## config.mk

```make
export PLATFORM = sky130hd
export DESIGN_NAME = dual_bank_parallel_io_ports
export DESIGN_NICKNAME = d
export VERILOG_FILES = /design/src/core/gpio_pkg.sv /design/src/core/pin_sync.sv /design/src/core/dual_bank_parallel_io_ports.sv
export SDC_FILE = /design/constraint.sdc
export NUM_CORES = 1
export LEC_CHECK = 0
export BUFFER_PORTS_ARGS = -buffer_cell sky130_fd_sc_hd__buf_2
export CAP_MARGIN = 25
export CORE_MARGIN = 2
export CORE_UTILIZATION = 55
export DETAILED_ROUTE_END_ITERATION = 12
export PLACE_DENSITY = 0.79
export SYNTH_ARGS = -nofsm -noshare
export SYNTH_HDL_FRONTEND = slang
export SYNTH_SLANG_ARGS = --single-unit
```

## constraint.sdc

```tcl
create_clock -name clk -period 2.4 [get_ports clk]
set_input_delay 0.12 -clock clk [delete_from_list [all_inputs] [get_ports clk]]
set_output_delay 0.12 -clock clk [all_outputs]
set_load 0.005 [all_outputs]
```

## src/core/gpio_pkg.sv

```systemverilog
package gpio_pkg;

    // ------------------------------------------------------------
    // widths
    // ------------------------------------------------------------
    localparam int ADDR_W     = 4;
    localparam int DATA_W     = 8;
    localparam int NIBBLE_W   = 4;
    localparam int NUM_BANKS  = 2;
    localparam int PORTS_BANK = 3;
    localparam int NUM_PORTS  = NUM_BANKS * PORTS_BANK;

    // ------------------------------------------------------------
    // byte offsets from the i/o base
    // ------------------------------------------------------------
    localparam logic [ADDR_W-1:0] OFS_BANK1_FIRST  = 4'h0;
    localparam logic [ADDR_W-1:0] OFS_BANK1_SECOND = 4'h1;
    localparam logic [ADDR_W-1:0] OFS_BANK1_SPLIT  = 4'h2;
    localparam logic [ADDR_W-1:0] OFS_BANK1_CTRL   = 4'h3;
    localparam logic [ADDR_W-1:0] OFS_BANK2_FIRST  = 4'h8;
    localparam logic [ADDR_W-1:0] OFS_BANK2_SECOND = 4'h9;
    localparam logic [ADDR_W-1:0] OFS_BANK2_SPLIT  = 4'ha;
    localparam logic [ADDR_W-1:0] OFS_BANK2_CTRL   = 4'hb;

    // port index order: bank1 first, second, split, bank2 first, second, split
    localparam logic [ADDR_W-1:0] PORT_OFS [NUM_PORTS] = '{
        OFS_BANK1_FIRST, OFS_BANK1_SECOND, OFS_BANK1_SPLIT,
        OFS_BANK2_FIRST, OFS_BANK2_SECOND, OFS_BANK2_SPLIT
    };
    localparam logic [ADDR_W-1:0] CTRL_OFS [NUM_BANKS] = '{
        OFS_BANK1_CTRL, OFS_BANK2_CTRL
    };

    // position of each port inside its bank
    localparam int KIND_FIRST  = 0;
    localparam int KIND_SECOND = 1;
    localparam int KIND_SPLIT  = 2;

    // ------------------------------------------------------------
    // control word fields (1 = input)
    // ------------------------------------------------------------
    localparam int SPLIT_LOW_HALF_DIR_BIT     = 0;
    localparam int SECOND_PORT_DIR_BIT        = 1;
    localparam int SPLIT_HIGH_HALF_DIR_BIT    = 3;
    localparam int FIRST_PORT_DIR_BIT         = 4;
    localparam int CONTROL_WORD_FIXED_ONE_BIT = 7;

    localparam logic DIR_INPUT = 1'b1;

    // ------------------------------------------------------------
    // reset and read values
    // ------------------------------------------------------------
    localparam logic [DATA_W-1:0] HOLD_RESET   = 8'h00;
    localparam logic [DATA_W-1:0] READ_NONE    = 8'h00;
    // undriven lines idle high through the pull-ups; syncs start there
    localparam logic [DATA_W-1:0] PIN_RESET    = 8'hff;

    // interrupt source: bank1 first port, bit 0
    localparam int IRQ_PORT = 0;
    localparam int IRQ_BIT  = 0;

endpackage

```

## src/core/pin_sync.sv

```systemverilog
module pin_sync #(
    parameter int WIDTH = 8
) (
    input  wire logic             clk,
    input  wire logic             sys_rst,
    input  wire logic [WIDTH-1:0] pin_raw,
    input  wire logic [WIDTH-1:0] reset_value,
    output logic      [WIDTH-1:0] pin_stable
);

    // ------------------------------------------------------------
    // three stages; a bit changes once stages two and three agree
    // ------------------------------------------------------------
    logic [WIDTH-1:0] meta_q;
    logic [WIDTH-1:0] s2_q;
    logic [WIDTH-1:0] s3_q;
    logic [WIDTH-1:0] stable_q;
    logic [WIDTH-1:0] stable_d;
    logic [WIDTH-1:0] agree;

    assign agree      = ~(s2_q ^ s3_q);
    assign stable_d   = (agree & s2_q) | (~agree & stable_q);
    assign pin_stable = stable_q;

    always_ff @(posedge clk) begin
        // start at the idle level so no false edge follows reset
        if (sys_rst) begin
            meta_q   <= reset_value;
            s2_q     <= reset_value;
            s3_q     <= reset_value;
            stable_q <= reset_value;
        end else begin
            meta_q   <= pin_raw;
            s2_q     <= meta_q;
            s3_q     <= s2_q;
            stable_q <= stable_d;
        end
    end

endmodule

```

## src/core/dual_bank_parallel_io_ports.sv

```systemverilog
module dual_bank_parallel_io_ports
    import gpio_pkg::*;
(
    input  wire logic                          clk,
    input  wire logic                          sys_rst,
    // byte-wide i/o access
    input  wire logic [gpio_pkg::ADDR_W-1:0]   io_addr,
    input  wire logic                          io_wr,
    input  wire logic                          io_rd,
    input  wire logic [gpio_pkg::DATA_W-1:0]   io_wdata,
    output logic      [gpio_pkg::DATA_W-1:0]   io_rdata,
    output logic                               io_rvalid,
    // bank 1 pins
    input  wire logic [gpio_pkg::DATA_W-1:0]   bank1_first_byte_port_in,
    output logic      [gpio_pkg::DATA_W-1:0]   bank1_first_byte_port_out,
    output logic      [gpio_pkg::DATA_W-1:0]   bank1_first_byte_port_oe,
    input  wire logic [gpio_pkg::DATA_W-1:0]   bank1_second_byte_port_in,
    output logic      [gpio_pkg::DATA_W-1:0]   bank1_second_byte_port_out,
    output logic      [gpio_pkg::DATA_W-1:0]   bank1_second_byte_port_oe,
    input  wire logic [gpio_pkg::DATA_W-1:0]   bank1_split_nibble_port_in,
    output logic      [gpio_pkg::DATA_W-1:0]   bank1_split_nibble_port_out,
    output logic      [gpio_pkg::DATA_W-1:0]   bank1_split_nibble_port_oe,
    // bank 2 pins
    input  wire logic [gpio_pkg::DATA_W-1:0]   bank2_first_byte_port_in,
    output logic      [gpio_pkg::DATA_W-1:0]   bank2_first_byte_port_out,
    output logic      [gpio_pkg::DATA_W-1:0]   bank2_first_byte_port_oe,
    input  wire logic [gpio_pkg::DATA_W-1:0]   bank2_second_byte_port_in,
    output logic      [gpio_pkg::DATA_W-1:0]   bank2_second_byte_port_out,
    output logic      [gpio_pkg::DATA_W-1:0]   bank2_second_byte_port_oe,
    input  wire logic [gpio_pkg::DATA_W-1:0]   bank2_split_nibble_port_in,
    output logic      [gpio_pkg::DATA_W-1:0]   bank2_split_nibble_port_out,
    output logic      [gpio_pkg::DATA_W-1:0]   bank2_split_nibble_port_oe,
    // interrupt source
    output logic                               irq_level,
    output logic                               irq_rise
);

    import gpio_pkg::*;

    // ------------------------------------------------------------
    // helpers
    // ------------------------------------------------------------
    // per-bit input mask of a port from its bank's control word
    function automatic logic [DATA_W-1:0] input_mask(
        input logic [DATA_W-1:0] ctrl,
        input int                kind
    );
        logic [DATA_W-1:0] m;
        m = '0;
        if (kind == KIND_FIRST) begin
            m = {DATA_W{ctrl[FIRST_PORT_DIR_BIT]}};
        end else if (kind == KIND_SECOND) begin
            m = {DATA_W{ctrl[SECOND_PORT_DIR_BIT]}};
        end else begin
            m = {{NIBBLE_W{ctrl[SPLIT_HIGH_HALF_DIR_BIT]}},
                 {NIBBLE_W{ctrl[SPLIT_LOW_HALF_DIR_BIT]}}};
        end
        return m;
    endfunction

    // input bits show the pin, output bits show the holding register
    function automatic logic [DATA_W-1:0] merge_read(
        input logic [DATA_W-1:0] in_mask,
        input logic [DATA_W-1:0] pin,
        input logic [DATA_W-1:0] hold
    );
        return (in_mask & pin) | (~in_mask & hold);
    endfunction

    // ------------------------------------------------------------
    // pin synchronisers
    // ------------------------------------------------------------
    logic [DATA_W-1:0] pin_raw    [NUM_PORTS];
    logic [DATA_W-1:0] pin_stable [NUM_PORTS];

    assign pin_raw[0] = bank1_first_byte_port_in;
    assign pin_raw[1] = bank1_second_byte_port_in;
    assign pin_raw[2] = bank1_split_nibble_port_in;
    assign pin_raw[3] = bank2_first_byte_port_in;
    assign pin_raw[4] = bank2_second_byte_port_in;
    assign pin_raw[5] = bank2_split_nibble_port_in;

    for (genvar p = 0; p < NUM_PORTS; p++) begin : g_sync
        pin_sync #(
            .WIDTH       (DATA_W)
        ) u_sync (
            .clk         (clk),
            .sys_rst     (sys_rst),
            .pin_raw     (pin_raw[p]),
            .reset_value (PIN_RESET),
            .pin_stable  (pin_stable[p])
        );
    end

    // ------------------------------------------------------------
    // address decode
    // ------------------------------------------------------------
    logic [NUM_PORTS-1:0] port_hit;
    logic [NUM_BANKS-1:0] ctrl_hit;

    for (genvar p = 0; p < NUM_PORTS; p++) begin : g_port_dec
        assign port_hit[p] = (io_addr == PORT_OFS[p]);
    end
    for (genvar b = 0; b < NUM_BANKS; b++) begin : g_ctrl_dec
        assign ctrl_hit[b] = (io_addr == CTRL_OFS[b]);
    end

    // ------------------------------------------------------------
    // control words, one per bank
    // ------------------------------------------------------------
    // only direction bits are stored; the other bits are always held at zero
    logic [DATA_W-1:0] dir_keep;
    logic [DATA_W-1:0] ctrl_q [NUM_BANKS];

    assign dir_keep = (DATA_W'(1) << SPLIT_LOW_HALF_DIR_BIT)
                    | (DATA_W'(1) << SECOND_PORT_DIR_BIT)
                    | (DATA_W'(1) << SPLIT_HIGH_HALF_DIR_BIT)
                    | (DATA_W'(1) << FIRST_PORT_DIR_BIT);

    for (genvar b = 0; b < NUM_BANKS; b++) begin : g_ctrl
        always_ff @(posedge clk) begin
            if (sys_rst) begin
                ctrl_q[b] <= {DATA_W{DIR_INPUT}} & dir_keep;
            end else if (io_wr && ctrl_hit[b]) begin
                ctrl_q[b] <= io_wdata & dir_keep;
            end
        end
    end

    // ------------------------------------------------------------
    // holding registers and drive enables
    // ------------------------------------------------------------
    // holding regs accept writes in either direction so the host can
    // preset a value before turning the port around
    logic [DATA_W-1:0] hold_q  [NUM_PORTS];
    logic [DATA_W-1:0] oe_q    [NUM_PORTS];
    logic [DATA_W-1:0] in_mask [NUM_PORTS];
    logic [DATA_W-1:0] rd_mux  [NUM_PORTS];

    for (genvar p = 0; p < NUM_PORTS; p++) begin : g_port
        assign in_mask[p] = input_mask(ctrl_q[p / PORTS_BANK], p % PORTS_BANK);
        assign rd_mux[p]  = merge_read(in_mask[p], pin_stable[p], hold_q[p]);

        always_ff @(posedge clk) begin
            if (sys_rst) begin
                hold_q[p] <= HOLD_RESET;
                oe_q[p]   <= '0;
            end else begin
                if (io_wr && port_hit[p]) begin
                    hold_q[p] <= io_wdata;
                end
                oe_q[p] <= ~in_mask[p];
            end
        end
    end

    assign bank1_first_byte_port_out   = hold_q[0];
    assign bank1_second_byte_port_out  = hold_q[1];
    assign bank1_split_nibble_port_out = hold_q[2];
    assign bank2_first_byte_port_out   = hold_q[3];
    assign bank2_second_byte_port_out  = hold_q[4];
    assign bank2_split_nibble_port_out = hold_q[5];
    assign bank1_first_byte_port_oe    = oe_q[0];
    assign bank1_second_byte_port_oe   = oe_q[1];
    assign bank1_split_nibble_port_oe  = oe_q[2];
    assign bank2_first_byte_port_oe    = oe_q[3];
    assign bank2_second_byte_port_oe   = oe_q[4];
    assign bank2_split_nibble_port_oe  = oe_q[5];

    // ------------------------------------------------------------
    // read path
    // ------------------------------------------------------------
    // control words are write only; they and unmapped offsets read zero
    logic [DATA_W-1:0] rd_sel;
    logic [DATA_W-1:0] rdata_q;
    logic              rvalid_q;

    always_comb begin
        rd_sel = READ_NONE;
        for (int p = 0; p < NUM_PORTS; p++) begin
            if (port_hit[p]) begin
                rd_sel = rd_mux[p];
            end
        end
    end

    always_ff @(posedge clk) begin
        if (sys_rst) begin
            rdata_q  <= READ_NONE;
            rvalid_q <= 1'b0;
        end else begin
            rvalid_q <= io_rd;
            if (io_rd) begin
                rdata_q <= rd_sel;
            end
        end
    end

    assign io_rdata  = rdata_q;
    assign io_rvalid = rvalid_q;

    // ------------------------------------------------------------
    // interrupt source
    // ------------------------------------------------------------
    // taken from the filtered pin, whatever the port direction
    logic irq_level_q;
    logic irq_rise_q;

    always_ff @(posedge clk) begin
        if (sys_rst) begin
            irq_level_q <= PIN_RESET[IRQ_BIT];
            irq_rise_q  <= 1'b0;
        end else begin
            irq_level_q <= pin_stable[IRQ_PORT][IRQ_BIT];
            irq_rise_q  <= pin_stable[IRQ_PORT][IRQ_BIT] & ~irq_level_q;
        end
    end

    assign irq_level = irq_level_q;
    assign irq_rise  = irq_rise_q;

endmodule

```

==> results.yml, run 1 <==
placed_design:
  numPortBuffers: 170
  pre_cts_slack_ns: 0.302
  dpl.cell_count: 1178
  finalWeightedCongestion: 0.968
  hpwlAfterDp_mm: 14.8
  place_area_mm2: 0.0104
floorplanning:
  design.die.area_mm2: 0.0186
  floorplan.io_pins: 171
  chipHeight_um: 137
  die_width_um: 137
  initial_cell_density_of_the_core_pct: 56.1
  fp-row-count: 48
  fp.coreArea_mm2: 0.0172
layout:
  area_growth_from_synthesis_to_final_layout_pct: 21.4
  insertedDiodeCount: 0
  layout.cell_area.non_filler_mm2: 0.0117
  layout_commonest_cell: "sky130_fd_sc_hd__dfxtp_1"
  layout.area.seq_mm2: 0.00591
  post_layout_nonfiller_instances: 1275
  nNetsFinal: 1094
  layout.cells.most_common_list: "211 x sky130_fd_sc_hd__dfxtp_1, 169 x sky130_fd_sc_hd__buf_2, 150 x sky130_fd_sc_hd__or2_2"
  nFillCells: 1244
  fraction_of_layout_instances_using_a_drive_strength_above_1_pct: 36.0
  multi_input_area_mm2: 0.00326
drt:
  via_count: 6728
  ant_nets: 0
  detail_route.first_pass.iterations: 5
  drc_violation_count_after_routing: 0
  totalWireLength_mm: 21.8
  wl_per_cell_um: 17.1
  detail_route.vias_per_cell: 5.28
  drtIter0Drc: 461
synth:
  synth_fp_nets: 926
  yosys.cell_types.count: 45
  seq_area_frac_synth_pct: 61.1
  register_bit_count_reported_by_yosys: 267
  ys_warn_count: 0
  syn_avg_cell_area_um2: 11.2
  synthesis.instances: 862
  synth_area_mm2: 0.00966
setup_path:
  crit-reg2reg-launch: "ctrl_q[0][3]"
  crit_path_max_fanout: 9
  path_class: "reg -> reg"
  path_cells: "mux2i_1 > a22oi_1 > nand3_1 > a221oi_1"
  worstReg2RegEnd: "io_rdata[5]"
  r2r_cells: 4
  worst_setup_path_end_kind: "register"
  crit_slowest_cell: "sky130_fd_sc_hd__edfxtp_1"
  critical_path_data_required_time_ns: 2.83
  r2r_setup_slack_ns: 0.76
  timing.critical_path.slowest_cell_delay_ns: 0.67
  critical_path.startpoint_type: "register"
  cp_data_arrival_time_ns: 2.07
hold_path:
  worstHoldPathType: "in -> reg"
  hold_depth: 2
  worst_hold_startpoint: "io_wdata[7]"
  hold_path_end: "hold_q[5][7]"
timing:
  final_max_slew_viols: 0
  max-slew-margin-rel_pct: 50.0
  postLayoutSetupSlackWorst_ns: 0.763
  worstMarginPinSlew_ns: 0.749
  finClkSkew_ns: 0.0103
  hold_viol_final: 0
  grt_setup_unrepaired: "false"
  achievable-frequency_ghz: 0.611
  timing.setup.tns_ns: 0
  period_minus_slack_ns: 1.64
  final_min_period_over_clock_period_pct: 68.2
  setup-violations-final: 0
status:
  run_status: "finished clean"
cts:
  post_cts_hold_buffer_count: 49
  clock_latency_ns: 0.53
  post-cts-setup-buffer-count: 0
  cts_inserted_buffers: 26
  path_clk_slew_ns: 0.07
  cts_resized: 0
  cts-htree-levels: 1
  clock_sinks: 267
  ctsLongestPathBuffers: 3
  clock_tree.root_cell: "sky130_fd_sc_hd__clkbuf_16"
  tritoncts_clock_tree: "yes"
global_route:
  grt_pass1_wl_mm: 32.9
  global_route.overflow_total: 0
  number_of_antenna_violations_at_the_first_check_in_global_routing: 0
  maximum_number_of_pins_on_one_net_before_global_route_repair: 90
  first_global_vias: 6122
  grtUsageTotal_pct: 23.1
run:
  max_cap_viol_count: 0
pwr:
  power.ir.vdd_worst_mv: 0.656
  total_leakage_power_nw: 4.97
  pwr_density_cell_mw_per_mm2: 817
-- where the power goes --
| part | internal [mW] | total, mW | switching (mW) |
|---|---|---|---|
| sequential | 4.76 | 4.88 | 0.126 |
| combinational | 0.313 | 0.604 | 0.291 |
| clock | 2.45 | 4.09 | 1.65 |
| total | 7.52 | 9.58 | 2.06 |
-- logic make-up (layout without fill, tap and decap cells) --
group,count (synthesis),count (layout),share of synthesized area [%]
DFF,267,267,61.1
buffers and inverters,88,276,5.18
AOI/OAI and AO/OA,154,154,10.7
and+or+nand+nor,305,305,18.0
muxes,48,48,5.00
-- critical path: cells and delay by family (launching register included) --
family	cells	cell delay [ns]
flip-flops	1	0.67
AND/OR/NAND/NOR	1	0.18
AO/OA/AOI/OAI	2	0.46
multiplexers	1	0.22
-- area by class of cell --
class / count / area share (%)
Tap cell: 225 / 2.40
Clock buffer: 38 / 6.90
Sequential cell: 267 / 50.4
Inverter: 3 / 0.0960
Clock inverter: 10 / 0.640
Multi-Input combinational cell: 507 / 27.8
Timing Repair Buffer: 225 / 11.8
-- synthesized netlist by cell type, drive strengths merged --
library cell	instances	area (µm²)
and2	40	250
a41o	2	20.0
nand2	7	26.3
clkinv	1	3.75
or4	1	7.51
or3b	1	8.76
nor4bb	1	10.0
nor2b	3	18.8
nor2	71	272
o211ai	8	65.1
a21o	2	15.0
or3	4	25.0
o21ai	1	5.00
clkbuf	32	120
a31o	1	8.76
nor3	8	45.0
nand2b	1	6.26
mux2	2	22.5
nor3b	1	7.51
nand3b	1	7.51
a21oi	50	254
mux2i	46	460
and4bb	1	12.5
or4b	2	20.0
o22ai	15	93.8
edfxtp	56	1680
dfxtp	211	4220
and2b	1	7.51
o21bai	52	390
nand3	3	15.0
o31a	7	61.3
a22oi	15	113
buf	53	369
or2	150	938
inv	2	7.51
a221oi	1	8.76
or4bb	1	11.3
and3	8	50.1
-- metal layers --
metal / share of wire, % / vias to the layer above / track usage [%] / routed length (µm)
met5: 0 / - / 0 / 0
met4: 3.2 / 0 / 8.39 / 702
met3: 7.4 / 49 / 4.52 / 1620
met2: 47 / 243 / 37.7 / 10400
met1: 42 / 3189 / 30.7 / 9130
li1: - / 3247 / - / -
-- worst max path at each step --
stage	startpoint	endpoint	cells after the start
6_report	ctrl_q[0][3]	io_rdata[5]	4
3_3_place_gp	io_addr[1]	hold_q[1][5]	3
3_5_place_dp	io_addr[1]	hold_q[1][3]	3
4_1_cts	ctrl_q[1][3]	io_rdata[1]	4
2_1_floorplan	io_addr[2]	hold_q[0][0]	4
5_1_grt	ctrl_q[1][3]	io_rdata[2]	4
-- metrics by stage --
step	hold WS (ns)	power (mW)	util [%]
after detailed placement	0.304	5.52	60.1
final	0.0542	9.58	68.0
after global routing	0.0672	9.87	68.0
after CTS	0.0375	9.64	68.0
after global placement	0.301	5.51	60.1
after floorplan	0.224	5.28	-
(Power assumes the default switching activity.)
==> run 2: changes to the inputs <==
Clock period 2.4 ns to 1.51 ns, I/O delays scaled along.
==> run 2 against run 1 <==
Against the previous run:
- sequential share of layout area fell by 1.6 points
- worst setup slack lost 0.74 ns
- total power is 56% higher
- largest cell class unchanged
- largest power group unchanged
- wire length is 2.9% higher
- global-route usage rose by 0.79 points
- critical endpoint is now io_rdata[0]
- die area is the same
- critical path depth rose by 2
- first-iteration DRC count shrank 40%
- hold slack worse by 0.046 ns
==> results.yml, run 2 (synthesis gave the netlist of run 1 again) <==
status:
  run_status: "finished clean"
global_route:
  maximum_number_of_pins_on_one_net_before_global_route_repair: 95
  grtUsageTotal_pct: 23.9
  grt_pass1_wl_mm: 33.9
  global_route.overflow_total: 0
  first_global_vias: 6360
  number_of_antenna_violations_at_the_first_check_in_global_routing: 0
layout:
  insertedDiodeCount: 0
  layout_commonest_cell: "sky130_fd_sc_hd__dfxtp_1"
  fraction_of_layout_instances_using_a_drive_strength_above_1_pct: 39.1
  nNetsFinal: 1142
  layout.cells.most_common_list: "211 x sky130_fd_sc_hd__dfxtp_1, 170 x sky130_fd_sc_hd__buf_2, 150 x sky130_fd_sc_hd__or2_2"
  area_growth_from_synthesis_to_final_layout_pct: 25.4
drt:
  ant_nets: 0
  via_count: 6691
  detail_route.vias_per_cell: 5.06
  totalWireLength_mm: 22.5
  detail_route.first_pass.iterations: 4
  drtIter0Drc: 277
  drc_violation_count_after_routing: 0
  wl_per_cell_um: 17.0
run:
  max_cap_viol_count: 0
timing:
  setup-violations-final: 0
  max-slew-margin-rel_pct: 70.2
  worstMarginPinSlew_ns: 0.441
  hold_viol_final: 0
  finClkSkew_ns: 0.0200
  grt_setup_unrepaired: "true"
  achievable-frequency_ghz: 0.670
  final_max_slew_viols: 0
  final_min_period_over_clock_period_pct: 98.8
  postLayoutSetupSlackWorst_ns: 0.0186
  timing.setup.tns_ns: 0
  period_minus_slack_ns: 1.49
floorplanning:
  initial_cell_density_of_the_core_pct: 56.1
  die_width_um: 137
  design.die.area_mm2: 0.0186
  fp-row-count: 48
  floorplan.io_pins: 171
  fp.coreArea_mm2: 0.0172
  chipHeight_um: 137
cts:
  path_clk_slew_ns: 0.06
  clock_tree.root_cell: "sky130_fd_sc_hd__clkbuf_16"
  cts-htree-levels: 1
  tritoncts_clock_tree: "yes"
  cts_inserted_buffers: 26
  ctsLongestPathBuffers: 3
  clock_sinks: 267
  clock_latency_ns: 0.53
setup_path:
  cell_family_with_the_largest_share_of_critical_path_delay: "compound AO/OA/AOI/OAI gates"
  crit_path_start: "ctrl_q[1][3]"
  worst_setup_path_end_kind: "register"
  crit-reg2reg-launch: "ctrl_q[1][3]"
  r2r_setup_slack_ns: 0.02
  crit_path_max_fanout: 5
  critical_path_data_required_time_ns: 1.90
  cp_data_arrival_time_ns: 1.88
  timing.critical_path.slowest_cell_delay_ns: 0.41
  critical_path.startpoint_type: "register"
  cp_num_buf_inv: 2
  path_cells: "buf_6 > mux2i_2 > buf_4 > a22oi_2 > o211ai_1 > o22ai_1"
  path_class: "reg -> reg"
  crit_slowest_cell: "sky130_fd_sc_hd__edfxtp_1"
pwr:
  pwr_density_cell_mw_per_mm2: 1230
  total_leakage_power_nw: 5.19
  power.ir.vdd_worst_mv: 1.33
  power.total_mw: 14.9
hold_path:
  worstHoldPathType: "in -> reg"
  worst_hold_startpoint: "io_wdata[3]"
placed_design:
  finalWeightedCongestion: 0.938
  pre_cts_slack_ns: -0.0445
  numPortBuffers: 170
  hpwlAfterDp_mm: 15.3
==> run 2: what timing repair did <==
action                     CTS  global route
setup endpoints to repair    0             6
hold endpoints to repair    55             0
hold buffers                52             0
resized for setup            0             9
setup buffers                0             5
==> run 2: layer usage <==
layer	track usage [%]	vias up	wire [µm]	share of wire (%)
met4	8.28	0	562	2.5
met2	40.5	211	10700	48
met1	30.5	3105	9660	43
met5	0	-	0	0
met3	4.81	45	1480	6.6
li1	-	3330	-	-
==> run 2: power by group <==
part	switching [mW]	total [mW]	internal, mW
sequential	0.171	7.73	7.56
combinational	0.519	1.12	0.598
clock	2.58	6.08	3.49
total	3.27	14.9	11.7
==> run 2: final timing paths <==
path	to	depth (start not counted)
setup / recovery	io_rdata[0]	6
hold / removal	ctrl_q[0][2]	2
setup reg to reg	io_rdata[0]	6
hold reg to reg	g_sync[3].u_sync.s2_q[2]	1
==> run 2: stage by stage <==
step | hold slack, ns | util (%) | instances | instance area, µm²
detailed placement | 0.259 | 62.1 | 1217 | 10700
global route | 0.00216 | 70.3 | 1323 | 12100
floorplan | 0.179 | - | 862 | 9680
global placement | 0.258 | 62.1 | 1217 | 10700
CTS | 0.00692 | 69.8 | 1317 | 12000
finish | 0.00770 | 70.3 | 1323 | 12100
==> run 2: final cells by class <==
class                   count  area [µm²]
multi-input cells         507        3310
fillers                  1246        5120
well taps                 225         282
repair buffers            273        1800
inverters                   3        11.3
clock buffers              41         768
clock inverters             7        38.8
flip-flops and latches    267        5910
==> run 3: changes to the inputs <==
Settings changed: CORE_ASPECT_RATIO from default to 1.75, SLEW_MARGIN from default to 20.
==> run 3 against run 2 <==
Against the previous run:
- die area grew 0.22%
- register-to-register slack better by 0.03 ns
- via count up 1.8%
- core utilization shrank 0.45 points
- non-clock buffer count grew 13
- worst setup slack better by 0.030 ns
- fmax up 2.0%
==> results.yml, run 3 (synthesis gave the netlist of run 1 again) <==
status:
  run_status: "finished clean"
pwr:
  power.ir.vdd_worst_mv: 0.906
  power.total_mw: 14.7
  total_leakage_power_nw: 5.21
  pwr_density_cell_mw_per_mm2: 1210
global_route:
  first_global_vias: 6475
  grt_pass1_wl_mm: 33.4
  maximum_number_of_pins_on_one_net_before_global_route_repair: 94
  global_route.overflow_total: 0
  number_of_antenna_violations_at_the_first_check_in_global_routing: 0
  gr-usage-met3_pct: 3.36
  top_usage_layer: "met2"
  met2_usage_pct: 43.0
  grtUsageTotal_pct: 23.1
  grt_use_met1_pct: 26.0
placed_design:
  dpl.cell_count: 1240
  numPortBuffers: 170
  pre_cts_slack_ns: -0.0579
  hpwlAfterDp_mm: 15.7
  finalWeightedCongestion: 0.963
drt:
  ant_nets: 0
  via_count: 6811
  totalWireLength_mm: 22.3
  drc_violation_count_after_routing: 0
  detail_route.first_pass.iterations: 4
  drtIter0Drc: 243
  detail_route.vias_per_cell: 5.10
  wl_per_cell_um: 16.7
setup_path:
  critical_path_data_required_time_ns: 1.93
  critical_path.startpoint_type: "register"
  path_class: "reg -> reg"
  cp_data_arrival_time_ns: 1.88
  worst_setup_path_end_kind: "register"
  crit_path_max_fanout: 5
cts:
  tritoncts_clock_tree: "yes"
  clock_sinks: 267
  cts_inserted_buffers: 23
  cts-htree-levels: 1
  ctsLongestPathBuffers: 3
  clock_tree.root_cell: "sky130_fd_sc_hd__clkbuf_16"
  path_clk_slew_ns: 0.07
  clock_latency_ns: 0.51
timing:
  max-slew-margin-rel_pct: 71.6
  period_minus_slack_ns: 1.46
  setup-violations-final: 0
  grt_setup_unrepaired: "true"
  achievable-frequency_ghz: 0.684
  finClkSkew_ns: 0.00995
  final_max_slew_viols: 0
  postLayoutSetupSlackWorst_ns: 0.0481
  hold_viol_final: 0
  final_min_period_over_clock_period_pct: 96.8
  worstMarginPinSlew_ns: 0.420
floorplanning:
  floorplan.io_pins: 171
  initial_cell_density_of_the_core_pct: 55.6
  fp.coreArea_mm2: 0.0174
  design.die.area_mm2: 0.0187
  chipHeight_um: 179
  fp-row-count: 64
  die_width_um: 104
layout:
  nNetsFinal: 1152
  layout_commonest_cell: "sky130_fd_sc_hd__dfxtp_1"
  nFillCells: 1302
  post_layout_nonfiller_instances: 1335
  insertedDiodeCount: 0
  postLayoutCoreUtil_pct: 69.8
  layout.cells.most_common_list: "211 x sky130_fd_sc_hd__dfxtp_1, 169 x sky130_fd_sc_hd__buf_2, 150 x sky130_fd_sc_hd__or2_2"
  area_growth_from_synthesis_to_final_layout_pct: 25.6
  fraction_of_layout_instances_using_a_drive_strength_above_1_pct: 39.4
run:
  max_cap_viol_count: 0
hold_path:
  worstHoldPathType: "in -> reg"
run 3: cell types whose count changed in the layout (fill, tap and decap cells not counted), moves of 2 or more:
| cell | previous run | this run |
|---|---|---|
| sky130_fd_sc_hd__clkbuf_16 | 27 | 24 |
| sky130_fd_sc_hd__mux2i_1 | 44 | 46 |
| sky130_fd_sc_hd__clkbuf_8 | 4 | 2 |
| sky130_fd_sc_hd__clkbuf_1 | 10 | 5 |
| sky130_fd_sc_hd__clkinv_2 | 4 | 2 |
| sky130_fd_sc_hd__clkinv_1 | 1 | 4 |
| sky130_fd_sc_hd__bufinv_16 | 0 | 2 |
| sky130_fd_sc_hd__buf_4 | 46 | 63 |
| sky130_fd_sc_hd__mux2i_2 | 2 | 0 |
run 3: cell type report:
cell class	instances	area (µm²)	share of cell area (%)
clock buffers	31	647	5.33
clock inverters	10	103	0.846
inverters	3	11.3	0.0928
multi-input cells	507	3300	27.2
flip-flops and latches	267	5910	48.7
well taps	231	289	2.38
repair buffers	286	1880	15.5
run 3: report_power, final:
part	internal (mW)	leakage, nW	total, mW	switching [mW]
logic	0.609	2.57	1.12	0.515
registers	7.56	2.28	7.73	0.170
clock network	3.36	0.370	5.83	2.47
run 3: worst max-delay path: stages (launching register included):
cell and delay, ns:
sky130_fd_sc_hd__edfxtp_1 0.54, sky130_fd_sc_hd__mux2i_1 0.22, sky130_fd_sc_hd__a22oi_1 0.21, sky130_fd_sc_hd__nand3_1 0.14
sky130_fd_sc_hd__a221oi_1 0.26
run 3: metrics by stage:
stage / TNS, ns / hold WS (ns) / area (µm²)
2_1_floorplan: 0 / 0.179 / 9680
5_1_grt: -0.0147 / 0.0133 / 12100
3_3_place_gp: -0.0799 / 0.257 / 10800
3_5_place_dp: -0.0948 / 0.259 / 10800
6_report: 0 / 0.0148 / 12100
4_1_cts: 0 / 0.00648 / 12100
run 3: path summary, 6_finish.rpt:
path                                                  from                       end  slack (ns)  cells after the start
worst max register to register                ctrl_q[0][2]               io_rdata[5]        0.05                      4
worst max-delay path                          ctrl_q[0][2]               io_rdata[5]        0.05                      4
worst min-delay path                            io_addr[2]               io_rdata[5]        0.01                      4
worst min register to register  g_sync[3].u_sync.meta_q[3]  g_sync[3].u_sync.s2_q[3]        0.40                      1
run 3: metal layers:
metal / up-vias / wire [µm] / part of all wire [%]
met5: - / 0 / 0
met4: 0 / 1050 / 4.7
met3: 60 / 1240 / 5.6
met2: 221 / 11500 / 52
met1: 3184 / 8470 / 38
li1: 3346 / - / -
run 3: repair_timing:
action | 4_1_cts | 5_1_grt
resized for setup | 0 | 6
hold buffers | 51 | 0
buffers inserted | 0 | 3
hold endpoints to repair | 59 | 0
endpoints found under the setup margin | 0 | 5
